$ cat src/logic/crl_pkg.sv
/*
 * Package for the readout lock block: section selects, mode codes, widths
 * and reset values shared by the design.
 * Assumes a single 40 MHz system clock and no other consumers.
 */
package crl_pkg;
   // ******************************
   // sizes
   // ******************************
   localparam int ADDR_W = 16;
   localparam int DATA_W = 8;
   localparam int GLOBAL_BITS = 8;
   localparam int PORT_BITS = 24;
   localparam int LOCK_BIT_POS = 1;

   // ******************************
   // section selects for the programmer port
   // ******************************
   typedef enum logic [1:0] {
      CRL_SEC_PROG = 2'h0,
      CRL_SEC_DECODER = 2'h1,
      CRL_SEC_GLOBAL = 2'h2,
      CRL_SEC_PORT = 2'h3
   } crl_sec_t;

   // ******************************
   // programmer mode requests
   // ******************************
   typedef enum logic [1:0] {
      CRL_MODE_RUN = 2'h0,
      CRL_MODE_INIT = 2'h1,
      CRL_MODE_DIRECT = 2'h2
   } crl_mode_t;

   // ******************************
   // reset values: erased cells read one, lock cell one means unlocked
   // ******************************
   localparam logic [GLOBAL_BITS-1:0] GLOBAL_ERASED = 8'hFF;
   localparam logic [PORT_BITS-1:0] PORT_ERASED = 24'hFFFFFF;
   localparam logic [15:0] LFSR_SEED = 16'hACE1;
   localparam logic [15:0] LFSR_TAPS = 16'hB400;
endpackage

$ cat src/logic/crl_readout_lock.sv
/*
 * Readout lock: configuration storage (global and port sections), the
 * programmer access path with lock gating, and the in-system access path.
 * Assumes program memory and decoder array lie outside; their read data
 * arrive on ports. All inputs are synchronous to sys_clk_i.
 */
// The implementer's own choices: the register addresses and the strobed register port.
// Overview of operation
// - locked device refuses programmer upload of program, decoder, global and port sections.
// - locked upload returns pseudo-random data, not stored contents.
// - in-system accesses behave identically whether locked or not.
// - any programmer read or verify on a locked device mismatches contents.
// - configuration writes only in programming phase; hidden in operational mode.
// - global section holds bus interface settings.
// - port section holds setup for ports A, B and C.
// - lock flag is one bit of global section, written like others.
// - chip-select high enters power-down; configuration bits keep their values.
// - locked device refuses initialization/override and direct modes.
// - only a full erase clears the lock flag; here rst_i also loads GLOBAL_ERASED and clears it.
// - lock cell zero means locked, one means unlocked.
`timescale 1ns/100ps
`default_nettype none
module crl_readout_lock
   import crl_pkg::*;
#(
   parameter int ADDR_WIDTH = crl_pkg::ADDR_W
) (
   input wire logic sys_clk_i,
   input wire logic rst_i,
   // programmer side
   input wire crl_pkg::crl_mode_t pgm_mode_i,
   input wire crl_pkg::crl_sec_t pgm_sec_i,
   input wire logic [ADDR_WIDTH-1:0] pgm_addr_i,
   input wire logic [crl_pkg::DATA_W-1:0] pgm_wdata_i,
   input wire logic pgm_wr_i,
   input wire logic pgm_rd_i,
   input wire logic pgm_erase_i,
   input wire logic [crl_pkg::DATA_W-1:0] prog_mem_rdata_i,
   input wire logic [crl_pkg::DATA_W-1:0] decoder_rdata_i,
   output logic [crl_pkg::DATA_W-1:0] pgm_rdata_o,
   output logic pgm_rvalid_o,
   output logic pgm_mode_ok_o,
   output logic pgm_mem_wr_o,
   // in-system side
   input wire logic chip_sel_n_i,
   input wire logic mcu_rd_i,
   input wire logic [ADDR_WIDTH-1:0] mcu_addr_i,
   output logic [crl_pkg::DATA_W-1:0] mcu_rdata_o,
   output logic mcu_rvalid_o,
   output logic power_down_o,
   output logic readout_lock_flag_o,
   output logic [crl_pkg::GLOBAL_BITS-1:0] global_cfg_o,
   output logic [crl_pkg::PORT_BITS-1:0] port_cfg_o
);
   import crl_pkg::*;

   // elaboration-time refusals: the port byte select needs two address bits,
   // and the readout mux assumes byte-wide sections
   if (ADDR_WIDTH < 2 || ADDR_WIDTH > 32) begin : g_addr_width_chk
      $error("ADDR_WIDTH out of range");
   end
   if (PORT_BITS != 3 * DATA_W) begin : g_port_bits_chk
      $error("port section must hold three data bytes");
   end
   if (LOCK_BIT_POS >= GLOBAL_BITS) begin : g_lock_pos_chk
      $error("lock bit lies outside the global section");
   end
   if (DATA_W != GLOBAL_BITS) begin : g_data_w_chk
      $error("global section must read back as one data byte");
   end

   // ******************************
   // storage
   // ******************************
   // flops stand in for the nonvolatile cells; reset loads erased values
   logic [GLOBAL_BITS-1:0] global_config_section;
   logic [PORT_BITS-1:0] port_config_section;
   logic [15:0] lfsr;
   logic locked;
   logic prog_phase;
   logic mode_ok;
   logic [1:0] port_idx;

   assign locked = ~global_config_section[LOCK_BIT_POS];
   // locked parts never get into init/direct modes
   assign prog_phase = (pgm_mode_i != CRL_MODE_RUN);
   assign mode_ok = prog_phase & ~locked;
   assign port_idx = pgm_addr_i[1:0];

   // ports A, B, C sit at indexes 0 to 2; index 3 has no cells behind it
   function automatic logic port_byte_ok(input logic [1:0] idx);
      return idx != 2'h3;
   endfunction

   // ******************************
   // configuration writes and erase
   // ******************************
   always_ff @(posedge sys_clk_i or posedge rst_i) begin
      if (rst_i) begin
         global_config_section <= GLOBAL_ERASED;
      end else if (pgm_erase_i) begin
         global_config_section <= GLOBAL_ERASED;
      end else if (mode_ok && pgm_wr_i && pgm_sec_i == CRL_SEC_GLOBAL) begin
         // programming only clears cells; the lock cell cannot be set back to one
         global_config_section <= global_config_section & pgm_wdata_i;
      end
   end

   always_ff @(posedge sys_clk_i or posedge rst_i) begin
      if (rst_i) begin
         port_config_section <= PORT_ERASED;
      end else if (pgm_erase_i) begin
         port_config_section <= PORT_ERASED;
      end else if (mode_ok && pgm_wr_i && pgm_sec_i == CRL_SEC_PORT && port_byte_ok(port_idx)) begin
         // one byte per port A, B, C
         port_config_section[port_idx*8 +: 8] <= port_config_section[port_idx*8 +: 8] & pgm_wdata_i;
      end
   end

   // ******************************
   // noise source for refused reads
   // ******************************
   always_ff @(posedge sys_clk_i or posedge rst_i) begin
      if (rst_i) begin
         lfsr <= LFSR_SEED;
      end else begin
         lfsr <= lfsr[0] ? ((lfsr >> 1) ^ LFSR_TAPS) : (lfsr >> 1);
      end
   end

   // ******************************
   // programmer readout
   // ******************************
   function automatic logic [DATA_W-1:0] sec_data(input crl_sec_t sec, input logic [1:0] idx,
                                                 input logic [DATA_W-1:0] pm, input logic [DATA_W-1:0] dc,
                                                 input logic [GLOBAL_BITS-1:0] gc,
                                                 input logic [PORT_BITS-1:0] pc);
      logic [DATA_W-1:0] r;
      r = 8'h00;
      case (sec)
         CRL_SEC_PROG: r = pm;
         CRL_SEC_DECODER: r = dc;
         CRL_SEC_GLOBAL: r = gc;
         CRL_SEC_PORT: r = port_byte_ok(idx) ? pc[idx*8 +: 8] : 8'h00;
         default: r = 8'h00;
      endcase
      return r;
   endfunction

   always_ff @(posedge sys_clk_i or posedge rst_i) begin
      if (rst_i) begin
         pgm_rdata_o <= 8'h00;
         pgm_rvalid_o <= 1'b0;
      end else begin
         pgm_rvalid_o <= pgm_rd_i & prog_phase;
         if (pgm_rd_i && prog_phase) begin
            // lock sampled in the request cycle; locked reads get noise
            if (locked) begin
               pgm_rdata_o <= lfsr[DATA_W-1:0];
            end else begin
               pgm_rdata_o <= sec_data(pgm_sec_i, port_idx, prog_mem_rdata_i, decoder_rdata_i,
                                       global_config_section, port_config_section);
            end
         end
      end
   end

   assign pgm_mode_ok_o = mode_ok;
   assign pgm_mem_wr_o = mode_ok & pgm_wr_i & (pgm_sec_i == CRL_SEC_PROG || pgm_sec_i == CRL_SEC_DECODER);

   // ******************************
   // in-system path: unaffected by the lock
   // ******************************
   always_ff @(posedge sys_clk_i or posedge rst_i) begin
      if (rst_i) begin
         mcu_rdata_o <= 8'h00;
         mcu_rvalid_o <= 1'b0;
      end else begin
         mcu_rvalid_o <= mcu_rd_i & ~chip_sel_n_i & ~prog_phase;
         if (mcu_rd_i && !chip_sel_n_i && !prog_phase) begin
            mcu_rdata_o <= prog_mem_rdata_i;
         end
      end
   end

   // power-down only gates activity; storage is never touched by it
   assign power_down_o = chip_sel_n_i;
   assign readout_lock_flag_o = locked;
   assign global_cfg_o = global_config_section;
   assign port_cfg_o = port_config_section;
endmodule
`default_nettype wire

$ cat config.mk
export PLATFORM = sky130hd
export DESIGN_NAME = crl_readout_lock
export DESIGN_NICKNAME = d
export VERILOG_FILES = /design/src/logic/crl_pkg.sv /design/src/logic/crl_readout_lock.sv
export SDC_FILE = /design/constraint.sdc
export NUM_CORES = 1
export LEC_CHECK = 0
export BUFFER_PORTS_ARGS = -buffer_cell sky130_fd_sc_hd__buf_2
export CORE_ASPECT_RATIO = 0.5
export CORE_MARGIN = 2
export CORE_UTILIZATION = 40
export CTS_BUF_LIST = sky130_fd_sc_hd__clkbuf_4 sky130_fd_sc_hd__clkbuf_8 sky130_fd_sc_hd__clkbuf_16
export DETAILED_ROUTE_END_ITERATION = 12
export PLACE_DENSITY = 0.67
export SLEW_MARGIN = 40
export SYNTH_ARGS = -nofsm -noshare
export SYNTH_HDL_FRONTEND = slang
export SYNTH_SLANG_ARGS = --single-unit
$ cat constraint.sdc
create_clock -name sys_clk_i -period 2.1 [get_ports sys_clk_i]
set_input_delay 0.21 -clock sys_clk_i [delete_from_list [all_inputs] [get_ports sys_clk_i]]
set_output_delay 0.21 -clock sys_clk_i [all_outputs]
set_load 0.01 [all_outputs]
# Yosys cells after proc, flatten, opt, wreduce, memory -nomap -nowiden
# Index checks and enable logic that the tools add are counted.
[totals]
reg_bits = 66
in_bits = 67
output_inout_bits = 54
[classes]
n_addsub = 1
eq_ne = 4
n_shift = 3
mux = 9
n_bitwise = 12
n_reduce_logical = 14
[op_table]
columns = ["operator", "n"]
rows = [
  ["24-bit two-way mux", 2],
  ["5-bit negation with 34-bit output", 1],
  ["8-bit by 34-bit variable shift with 24-bit output, first input constant", 1],
  ["8-bit by 34-bit indexed part select with 24-bit output", 1],
  ["8-bit two-way mux", 4],
  ["8-bit one-hot mux with 4 select lines", 1],
  ["24-bit bitwise mux", 1],
  ["24-bit by 6-bit indexed part select with 8-bit output", 1],
  ["8-bit AND", 2],
  ["16-bit two-way mux", 1],
  ["1-bit logical AND", 7],
  ["1-bit AND", 6],
  ["2-bit nonzero test", 3],
  ["2-bit == test, second input constant", 2],
  ["3-bit NOT with 4-bit output", 1],
  ["1-bit NOT", 3],
  ["2-bit by 1-bit == test with 1-bit output, second input constant", 1],
  ["1-bit logical NOT", 2],
  ["2-bit logical NOT", 1],
  ["2-bit inequality test, second input constant", 1],
  ["1-bit logical OR", 1],
]

# Depth between registers and ports, before layout
# Gate-level depths: netlist (run 1).
[logic_depth]
depth_word = 7
depth_mapped = 7
ltp_nobuf = 5

# Least setup slack after synthesis (run 1)
# Ideal clock, no wire load.
[synth_path]
path_kind = "reg2reg"
start = "register global_config_section[1] (netlist: global_cfg_o[1])"
end = "register port_config_section[12] (netlist: port_cfg_o[12])"
setup_ns = 0.084
arrival_time_ns = 1.559
path_slack_ns = 0.457
stages_incl_launch_ff = 6
n_path_buf = 1
period_less_slack_ns = 1.643
path_cell_list = "dfstp_2 buf_2 o211a_1 and2_1 nand2_1 a221o_1"
[synth_via]
elab_chain_cells = 5
[synth_lines]
columns = ["element", "line_no", "source"]
rows = [
  ["start: declaration", "crl_readout_lock.sv:76", "logic [GLOBAL_BITS-1:0] global_config_section;"],
  ["start signal: assignment", "crl_readout_lock.sv:105", "global_config_section <= global_config_section & pgm_wdata_i;"],
  ["1-bit AND", "crl_readout_lock.sv:87", "assign mode_ok = prog_phase & ~locked;"],
  ["1-bit logical AND (3 in series)", "crl_readout_lock.sv:114", "end else if (mode_ok && pgm_wr_i && pgm_sec_i == CRL_SEC_PORT && port_byte_ok(port_idx)) begin"],
  ["2-bit nonzero test (no source line)", "-", ""],
  ["end signal: indexed assignment", "crl_readout_lock.sv:116", "port_config_section[port_idx*8 +: 8] <= port_config_section[port_idx*8 +: 8] & pgm_wdata_i;"],
  ["end: declaration", "crl_readout_lock.sv:77", "logic [PORT_BITS-1:0] port_config_section;"],
]
# No other way between the ends.
# A chain may end at the register's enable or synchronous reset.

# Worst setup path in the final report (run 1)
[layout_path]
start = "register global_config_section[1] (netlist: global_cfg_o[1])"
end = "register port_config_section[21] (netlist: port_cfg_o[21])"
# Same word-level chain as after synthesis.

==> flow_summary.ini, run 1 <==
[timing]
rsz0062_at_grt = no
fmax_mhz = 588
fin_crit_ns = 1.70
drv_slew = 0
timing.final.crit_share_pct = 80.9
final.setup.tns_ns = 0
worst_clock_skew_ns = 0.00328
worst_slew_pin_slew_ns = 0.621
setup_violations = 0
slew_headroom_pct = 58.5
hold_viol_final = 0

[route]
wl_um = 8200
num_vias = 2565
drt-pass1-iter-count = 4
drt-vias-per-instance = 5.35
drtIter0Drc = 199
remaining_drc_errors = 0
ant_nets = 0
wl_per_cell_um = 17.1

[grt]
grt_antenna_before_repair = 0
grt_util_all_layers_pct = 20.0
grt_pass1_vias = 2423
grt_pass1_wl_um = 12800
grt_max_degree = 40
grt_overflow = 0

[worst_setup_path]
required_ns = 2.35
criticalPathCategory = reg -> reg
end_kind = flip-flop
cpLargestDelayFamily = compound AO/OA/AOI/OAI gates
cpPeakStageDelay_ns = 0.53
path_cells = o211a_1 > and2_1 > nand2_1 > a221o_1
cp_slowest_cell = dfstp_2
crit_fanout = 8
crit_buf_inv = 0
start_kind = flip-flop
arrival_ns = 1.95

[synth]
yosys.area_share.simple_pct = 15.6
synth-xor-area-share_pct = 0.838
synth_compound_area_share_pct = 19.3
synth-seq-cells = 66
ys.flop_type = dfstp_2
synth_cells = 269
synth_area_um2 = 3130
synthMuxAreaShare_pct = 5.43
syn_nets = 340
ys_seq_area_share_pct = 54.3
async_reset_ff_share_pct = 100
synth_warnings = 0
synthAdderAreaFrac_pct = 1.60
syn_area_per_cell_um2 = 11.7
synth_edf_count = 0
synth_top_family_by_area = compound AO/OA/AOI/OAI gates
synth.distinct_cells = 43

[floorplanning]
core_area_um2 = 7460
fp-row-count = 22
io_pins = 121
die_w_um = 129
initial_core_util_pct = 42.0
die_area_um2 = 8600
die_h_um = 66.6

[finish]
layout_commonest_cell = buf_2
layout_common_cells = buf_2 (90), dfstp_2 (40), dfrtp_1 (26)
post-route-cell-area_um2 = 4040
drive_gt1_share_pct = 47.7
n_fill_cell = 657
nNetsFinal = 437
syn_to_final_growth_pct = 29.0
diodes = 0

[power]
power_switching_w = 0.000813
irDropWorstVdd_v = 0.000408
p_per_area_nw_per_um2 = 824
switching_share_pct = 24.4
seqPwrFrac_pct = 41.9
combPwrFrac_pct = 13.0
intPower_w = 0.00252
p_clk_share_pct = 45.1
p_leak_nw = 1.75

[place]
dp_hpwl_um = 6130
port_buffers = 90
placed_area_um2 = 3730
place_congestion = 0.813

[cts]
cts_tree = built
cts_made_buffers = 9
cts_buffer_depth = 2
clkLatencyLatePin_ns = 0.32
cts.clk_slew.worst_paths_ns = 0.05
postCtsResizedCells = 0
htreeDepth = 3
numClockSinks = 66
root_buffer = clkbuf_16

[hold_path]
hold_class = in -> reg

[run_status]
status = finished clean

[job]
maxCapViolations = 0
## cell families (layout without fill, tap and decap cells)
group,count (synthesis),after routing
compound gates,83,83
buf+inv,19,121
flops,66,66
mux,16,16
xor+xnor,3,3
fa+ha+maj,4,4
simple gates,78,78
## flip-flops by register name, indices dropped and copies added, names as in the netlist
name          count
port_cfg_o       24
lfsr             16
global_cfg_o      8
mcu_rdata_o       8
pgm_rdata_o       8
mcu_rvalid_o      1
pgm_rvalid_o      1
## final timing paths
kind,endpoint,depth (start not counted),from,slack (ns)
worst max-delay path,port_cfg_o[21]$_DFFE_PP1P_,4,global_cfg_o[1]$_DFFE_PP1P_,0.40
worst min-delay path,mcu_rvalid_o$_DFF_PP0_,2,chip_sel_n_i,0.13
worst max register to register,port_cfg_o[21]$_DFFE_PP1P_,4,global_cfg_o[1]$_DFFE_PP1P_,0.40
worst min register to register,lfsr[7]$_DFF_PP1_,0,lfsr[8]$_DFF_PP0_,0.36
max in group asynchronous,lfsr[11]$_DFF_PP1_,4,rst_i,0.89
min in group asynchronous,mcu_rdata_o[3]$_DFFE_PP0P_,3,rst_i,0.52
## power by group through the flow
stage	sequential [W]	combinational, W	clock, W
6_report	0.00140	0.000433	0.00150
5_1_grt	0.00140	0.000475	0.00158
4_1_cts	0.00140	0.000435	0.00153
3_5_place_dp	0.00142	0.000432	0
3_3_place_gp	0.00141	0.000425	0
2_1_floorplan	0.00145	0.000209	0
## stage by stage
step / total power (W) / std cells / hold slack (ns) / setup slack [ns] / utilization [%]
floorplan: 0.00165 / 269 / 0.312 / 0.301 / -
global placement: 0.00183 / 462 / 0.313 / 0.300 / 50.0
detailed placement: 0.00185 / 462 / 0.319 / 0.282 / 50.0
CTS: 0.00336 / 479 / 0.114 / 0.432 / 54.2
global route: 0.00346 / 479 / 0.133 / 0.351 / 54.2
finish: 0.00333 / 479 / 0.128 / 0.400 / 54.2
## routing by layer
| metal | global-route usage, % | vias up | part of all wire (%) |
|---|---|---|---|
| li1 | - | 1205 | - |
| met1 | 29.4 | 1281 | 49 |
| met2 | 28.7 | 73 | 45 |
| met3 | 4.82 | 6 | 5.3 |
| met4 | 6.52 | 0 | 0.65 |
| met5 | 0 | - | 0 |
## cells in the mapped netlist, types with 2 or more instances
cell type	n	share of area (%)
a21o_1	3	0.72
a21o_2	3	0.84
a21oi_1	17	2.7
a221o_1	18	5.7
a311oi_1	6	1.7
a31oi_1	2	0.40
and2_1	3	0.60
and3_1	4	0.80
and3_4	3	1.1
buf_2	3	0.48
buf_4	2	0.48
clkbuf_1	7	0.84
dfrtp_1	26	21
dfstp_2	40	34
ha_1	4	1.6
inv_1	3	0.36
mux2_2	8	2.9
mux2i_1	8	2.6
nand2_1	19	2.3
nand2b_1	15	3.0
nand3_1	7	1.1
nand3b_1	2	0.48
nor2_1	4	0.48
nor2b_1	14	2.8
nor4_4	2	1.4
o21ai_0	17	2.7
o221ai_1	6	1.7
o31ai_1	6	1.4
xor2_1	3	0.84
## worst reg2reg max path: cells and delay by family (launching register included)
| kind | cells | cell delay (ns) |
|---|---|---|
| AO/OA/AOI/OAI | 2 | 0.69 |
| flip-flops | 1 | 0.53 |
| AND/OR/NAND/NOR | 2 | 0.40 |
## repair_timing
item / 4_1_cts / 5_1_grt
buffers inserted: 0 / 0
hold endpoints to repair: 15 / 0
hold buffers: 1 / 0
## area by class of cell
type,instances,area [um^2],share of cell area [%]
Clock buffer,11,253,6.25
Clock inverter,5,52.6,1.30
Inverter,5,21.3,0.526
Multi-Input combinational cell,184,1340,33.1
Sequential cell,66,1700,42.1
Tap cell,108,135,3.34
Timing Repair Buffer,100,541,13.4
Power figures use the tool's default switching activity.
==> inputs of run 2 (changes only) <==
- ABC_AREA: default -> 1
- clock period: 2.1 -> 1.6 ns (I/O delays scaled with it)
==> run 2 against run 1 <==
Flip-flop and latch count did not move. Combinational power grew 37%. Die area shrank 0.69%. Critical path depth grew 2. Largest cell class unchanged.
==> flow_summary.ini, run 2 <==
[run_status]
status = finished clean

[synth]
yosysMostFrequentCell = nand2_1
ys_seq_area_share_pct = 54.7
synth.distinct_cells = 27
synth_warnings = 0
synth-seq-cells = 66
async_reset_ff_share_pct = 100
ys.flop_type = dfstp_2
synthMuxAreaShare_pct = 0
yosys.area_share.simple_pct = 21.5
yosysTopAreaCell = dfstp_2
synthAdderAreaFrac_pct = 1.61
synth_compound_area_share_pct = 16.2
synth_commonest_cells = nand2_1 (91), a21oi_1 (52), dfstp_2 (40), inv_1 (27), nor2_1 (27)
synth_edf_count = 0
synthTopCellsByArea = dfstp_2 (34%), dfrtp_1 (21%), nand2_1 (11%), a21oi_1 (8.4%), o21ai_1 (3.9%)
synth-xor-area-share_pct = 0.844
synth_top_family_by_area = simple AND/OR/NAND/NOR gates
syn_area_per_cell_um2 = 8.82
synth_area_um2 = 3110
synth_top_area_share_pct = 33.8
synth_cells = 353
syn_nets = 424

[place]
port_buffers = 90
dp_hpwl_um = 5910
place_congestion = 0.848
dp_slack_ns = 0.0814

[worst_setup_path]
required_ns = 1.86
cp.depth = 6
crit_buf_inv = 1
cpLargestDelayFamily = simple AND/OR/NAND/NOR gates
cp_slowest_cell = dfstp_2
crit_fanout = 8
cpPeakStageDelay_ns = 0.53
end_kind = flip-flop
r2r_cells = 6
criticalPathCategory = reg -> reg
path_cells = inv_2 > nor2_4 > nand2_4 > nor2_8 > nand4_4 > o21ai_1
arrival_ns = 1.80
start_kind = flip-flop

[finish]
diodes = 0
nNetsFinal = 533
n_fill_cell = 689
largest_reg_flops = 24
multi_input_area_um2 = 1290
layout_commonest_cell = nand2_1
drive_gt1_share_pct = 39.2
syn_to_final_growth_pct = 32.0
regArea_um2 = 1700
layout_common_cells = nand2_1 (91), buf_2 (90), a21oi_1 (50)
finish.utilization_pct = 55.3

[timing]
drv_slew = 0
whs_ns = 0.0504
layout_setup_ws_ns = 0.0559
fin_crit_ns = 1.54
setup_violations = 0
worst_slew_pin_slew_ns = 0.527
worst_clock_skew_ns = 0.00495
rsz0062_at_grt = yes
timing.final.crit_share_pct = 96.5
slew_headroom_pct = 64.8
fmax_mhz = 648
final.setup.tns_ns = 0
hold_viol_final = 0

[grt]
met1_usage_pct = 25.7
met2_usage_pct = 33.4
grt_util_all_layers_pct = 20.5
grt_max_degree = 44
grt_pass1_wl_um = 13100
grt_overflow = 0
grt_antenna_before_repair = 0
busiest_layer = met2
grt_util_met3_pct = 6.63
grt_pass1_vias = 2648

[floorplanning]
fp-row-count = 22
die_h_um = 66.4
core_area_um2 = 7430
die_w_um = 129
die_area_um2 = 8540
io_pins = 121
initial_core_util_pct = 41.9

[route]
drtIter0Drc = 127
num_vias = 2709
wl_per_cell_um = 14.2
wl_um = 8000
drt-vias-per-instance = 4.81
ant_nets = 0
remaining_drc_errors = 0
drt-pass1-iter-count = 4

[cts]
cts.clk_slew.worst_paths_ns = 0.05
cts_buffer_depth = 2
cts_tree = built
cts_made_buffers = 9
numClockSinks = 66
root_buffer = clkbuf_16
htreeDepth = 3
clkLatencyLatePin_ns = 0.33

[job]
maxCapViolations = 0

[power]
p_leak_nw = 2.04
power_w = 0.00423
p_per_area_nw_per_um2 = 1030
irDropWorstVdd_v = 0.000623

[hold_path]
holdPathStages = 3
hold_class = in -> reg
run 2: changes by cell type after synthesis, sizes merged, moves of 18 or more:
cell,previous run,this run
a221o,18,0
a21oi,17,52
nor2,4,31
o21ai,18,40
inv,4,29
nand2,20,96
run 2: stage by stage:
stage	cells	cell area, um^2
after CTS	562	4050
after detailed placement	544	3750
after floorplan	353	3120
after global routing	563	4110
after global placement	544	3750
final	563	4110
run 2: cell families after synthesis:
family / after synthesis
XOR/XNOR: 3
adder cells (fa/ha/maj): 4
AND/OR/NAND/NOR: 142
AO/OA/AOI/OAI: 98
buffers and inverters: 40
flip-flops: 66
run 2: final timing paths:
kind                                        startpoint                         end  slack (ns)
setup reg to reg           global_cfg_o[1]$_DFFE_PP1P_  port_cfg_o[21]$_DFFE_PP1P_        0.06
min in group asynchronous                        rst_i  mcu_rdata_o[7]$_DFFE_PP0P_        0.46
max in group asynchronous                        rst_i  port_cfg_o[14]$_DFFE_PP1P_        0.67
setup / recovery           global_cfg_o[1]$_DFFE_PP1P_  port_cfg_o[21]$_DFFE_PP1P_        0.06
hold / removal                     prog_mem_rdata_i[1]  mcu_rdata_o[1]$_DFFE_PP0P_        0.05
hold reg to reg                      lfsr[8]$_DFF_PP0_           lfsr[7]$_DFF_PP1_        0.36
run 2: final cells by class:
| type | instances | share of cell area, % |
|---|---|---|
| clock buffer | 12 | 6.34 |
| clock inverter | 4 | 0.396 |
| inverter | 31 | 2.99 |
| multi-input combinational | 247 | 31.4 |
| sequential | 66 | 41.4 |
| tap | 96 | 2.93 |
| timing repair buffer | 107 | 14.5 |
run 2: what timing repair did:
action                                  in CTS  in global routing
buffers inserted                             0                  1
endpoints found under the setup margin       0                  5
hold endpoints to repair                    27                  0
gates resized for setup                      0                 10
hold buffers                                 2                  0
run 2: routing by layer:
| layer | part of all wire [%] | up-vias |
|---|---|---|
| met5 | 0 | - |
| met3 | 5.0 | 10 |
| li1 | - | 1369 |
| met1 | 46 | 1275 |
| met2 | 47 | 55 |
| met4 | 1.4 | 0 |
run 2: tightest hold or removal path, delay by kind of cell:
family / cells / cell delay, ns
buffers and inverters: 1 / 0.09
and+or+nand+nor: 2 / 0.11
run 2: power breakdown:
group / switching, W / leakage [nW] / internal [W]
Combinational: 0.000367 / 1.15 / 0.000226
Clock: 0.000689 / 0.139 / 0.00113
Sequential: 0.0000487 / 0.748 / 0.00177
Total: 0.00110 / 2.04 / 0.00313
==> inputs of run 3 (changes only) <==
- ABC_AREA: 1 -> default
==> run 3 against run 2 <==
The flow now finishes with violations (negative setup slack). Clock power up 20%. Fmax down 5.5%. Via count down 4.4%. Register-to-register slack worse by 0.09 ns. Non-clock buffer count unchanged. Sequential share of layout area down 0.34 points. Critical path depth down 2. Utilization up 0.25 points. Setup slack worse by 0.090 ns. Hold slack better by 0.041 ns. Clock skew about the same. Clock-buffer cell count up 2. Critical path type unchanged. Critical endpoint is now port_cfg_o[23]$_DFFE_PP1P_. Highest routed layer unchanged.
==> flow_summary.ini, run 3 (synthesized netlist as in run 1, its figures left out) <==
[worst_setup_path]
criticalPathCategory = reg -> reg
crit_buf_inv = 0
required_ns = 1.86
r2r_cells = 4
end_kind = flip-flop
cpPeakStageDelay_ns = 0.53
cpLargestDelayFamily = compound AO/OA/AOI/OAI gates
regToRegStartpoint = global_cfg_o[1]$_DFFE_PP1P_
r2r-end = port_cfg_o[23]$_DFFE_PP1P_
start_kind = flip-flop
crit_fanout = 8
rrSetupSlack_ns = -0.03
arrival_ns = 1.89
cp_slowest_cell = dfstp_2
path_cells = o211a_1 > and2_1 > nand2_2 > a221o_1

[route]
drt-pass1-iter-count = 5
drtIter0Drc = 192
wl_um = 8260
wl_per_cell_um = 17.0
ant_nets = 0
remaining_drc_errors = 0
num_vias = 2589
drt-vias-per-instance = 5.33

[timing]
worst_slew_pin_slew_ns = 0.569
rsz0062_at_grt = yes
worst_clock_skew_ns = 0.00511
hold_viol_final = 0
timing.final.crit_share_pct = 102
setup_violations = 16
layout_setup_ws_ns = -0.0340
final.setup.tns_ns = -0.305
slew_headroom_pct = 62.1
fin_crit_ns = 1.63
fmax_mhz = 612
drv_slew = 0

[run_status]
failed_checks = negative setup slack
status = finished with violations

[power]
power_w = 0.00459
switching_share_pct = 23.1
p_leak_nw = 1.80
p_per_area_nw_per_um2 = 1110
irDropWorstVdd_v = 0.000531
combPwrFrac_pct = 12.7
intPower_w = 0.00354
power_switching_w = 0.00106
seqPwrFrac_pct = 39.9
p_clk_share_pct = 47.4

[place]
port_buffers = 90
dp_hpwl_um = 6110
place_congestion = 0.800
placed_area_um2 = 3780

[finish]
finish.utilization_pct = 55.5
diodes = 0
drive_gt1_share_pct = 49.5
n_fill_cell = 643
layout_common_cells = buf_2 (90), dfstp_2 (40), dfrtp_1 (26)
post-route-cell-area_um2 = 4140
nNetsFinal = 444
largest_reg_flops = 24
syn_to_final_growth_pct = 32.1
layout_commonest_cell = buf_2

[floorplanning]
io_pins = 121
die_area_um2 = 8600
die_h_um = 66.6
initial_core_util_pct = 42.0
fp-row-count = 22
core_area_um2 = 7460
die_w_um = 129

[grt]
grt_antenna_before_repair = 0
grt_pass1_wl_um = 13000
grt_overflow = 0
grt_util_all_layers_pct = 20.4
grt_max_degree = 67
grt_pass1_vias = 2552

[cts]
clkLatencyLatePin_ns = 0.33
cts_made_buffers = 9
cts_tree = built
root_buffer = clkbuf_16
cts.clk_slew.worst_paths_ns = 0.05
htreeDepth = 3
numClockSinks = 66
cts_buffer_depth = 2

[hold_path]
hp-start = pgm_wdata_i[1]
holdPathStages = 3
worstHoldEndpoint = global_cfg_o[1]$_DFFE_PP1P_
hold_class = in -> reg

[job]
maxCapViolations = 0
## run 3: layout make-up
type / instances / area, um^2 / area share (%)
Inverter: 5 / 25.0 / 0.604
Timing Repair Buffer: 107 / 593 / 14.3
Multi-Input combinational cell: 184 / 1350 / 32.6
Clock inverter: 2 / 60.1 / 1.45
Tap cell: 108 / 135 / 3.26
Clock buffer: 14 / 275 / 6.65
Sequential cell: 66 / 1700 / 41.1
## run 3: what timing repair did
| item | in CTS | in global routing |
|---|---|---|
| buffers inserted | 0 | 0 |
| endpoints found under the setup margin | 17 | 24 |
| endpoints found under the hold margin | 26 | 0 |
| hold buffers | 1 | 0 |
| resized for setup | 0 | 3 |
## run 3: how the worst max path moves through the flow
stage | start | to | slack (ns) | cells past startpoint
4_1_cts | global_cfg_o[1]$_DFFE_PP1P_ | port_cfg_o[23]$_DFFE_PP1P_ | -0.05 | 4
6_report | global_cfg_o[1]$_DFFE_PP1P_ | port_cfg_o[23]$_DFFE_PP1P_ | -0.03 | 4
5_1_grt | global_cfg_o[1]$_DFFE_PP1P_ | port_cfg_o[21]$_DFFE_PP1P_ | -0.11 | 4
2_1_floorplan | global_cfg_o[1]$_DFFE_PP1P_ | port_cfg_o[12]$_DFFE_PP1P_ | -0.01 | 5
3_3_place_gp | pgm_addr_i[0] | port_cfg_o[23]$_DFFE_PP1P_ | -0.07 | 6
3_5_place_dp | pgm_addr_i[1] | port_cfg_o[1]$_DFFE_PP1P_ | -0.06 | 7
## run 3: layer usage
metal,track usage (%),vias to the layer above,routed length (um)
li1,-,1219,-
met1,29.2,1270,4060
met2,29.2,88,3610
met3,5.38,12,456
met4,8.29,0,140
met5,0,-,0
## run 3: worst register-to-register path, delay by kind of cell (launching register included)
family           cells  cell delay [ns]
flip-flops           1             0.53
AO/OA/AOI/OAI        2             0.67
AND/OR/NAND/NOR      2             0.36
## run 3: power by group through the flow
stage | combinational, W | sequential [W] | clock (W)
finish | 0.000585 | 0.00183 | 0.00218
floorplan | 0.000275 | 0.00190 | 0
detailed placement | 0.000581 | 0.00186 | 0
CTS | 0.000587 | 0.00183 | 0.00223
global placement | 0.000570 | 0.00185 | 0
global route | 0.000641 | 0.00184 | 0.00230
## run 3: metrics by stage
stage / instances / worst slack, ns / hold slack [ns]
after global placement: 469 / -0.0675 / 0.275
after CTS: 486 / -0.0493 / 0.0715
after detailed placement: 469 / -0.0631 / 0.282
after floorplan: 269 / -0.0121 / 0.262
after global routing: 486 / -0.112 / 0.0907
final: 486 / -0.0340 / 0.0912
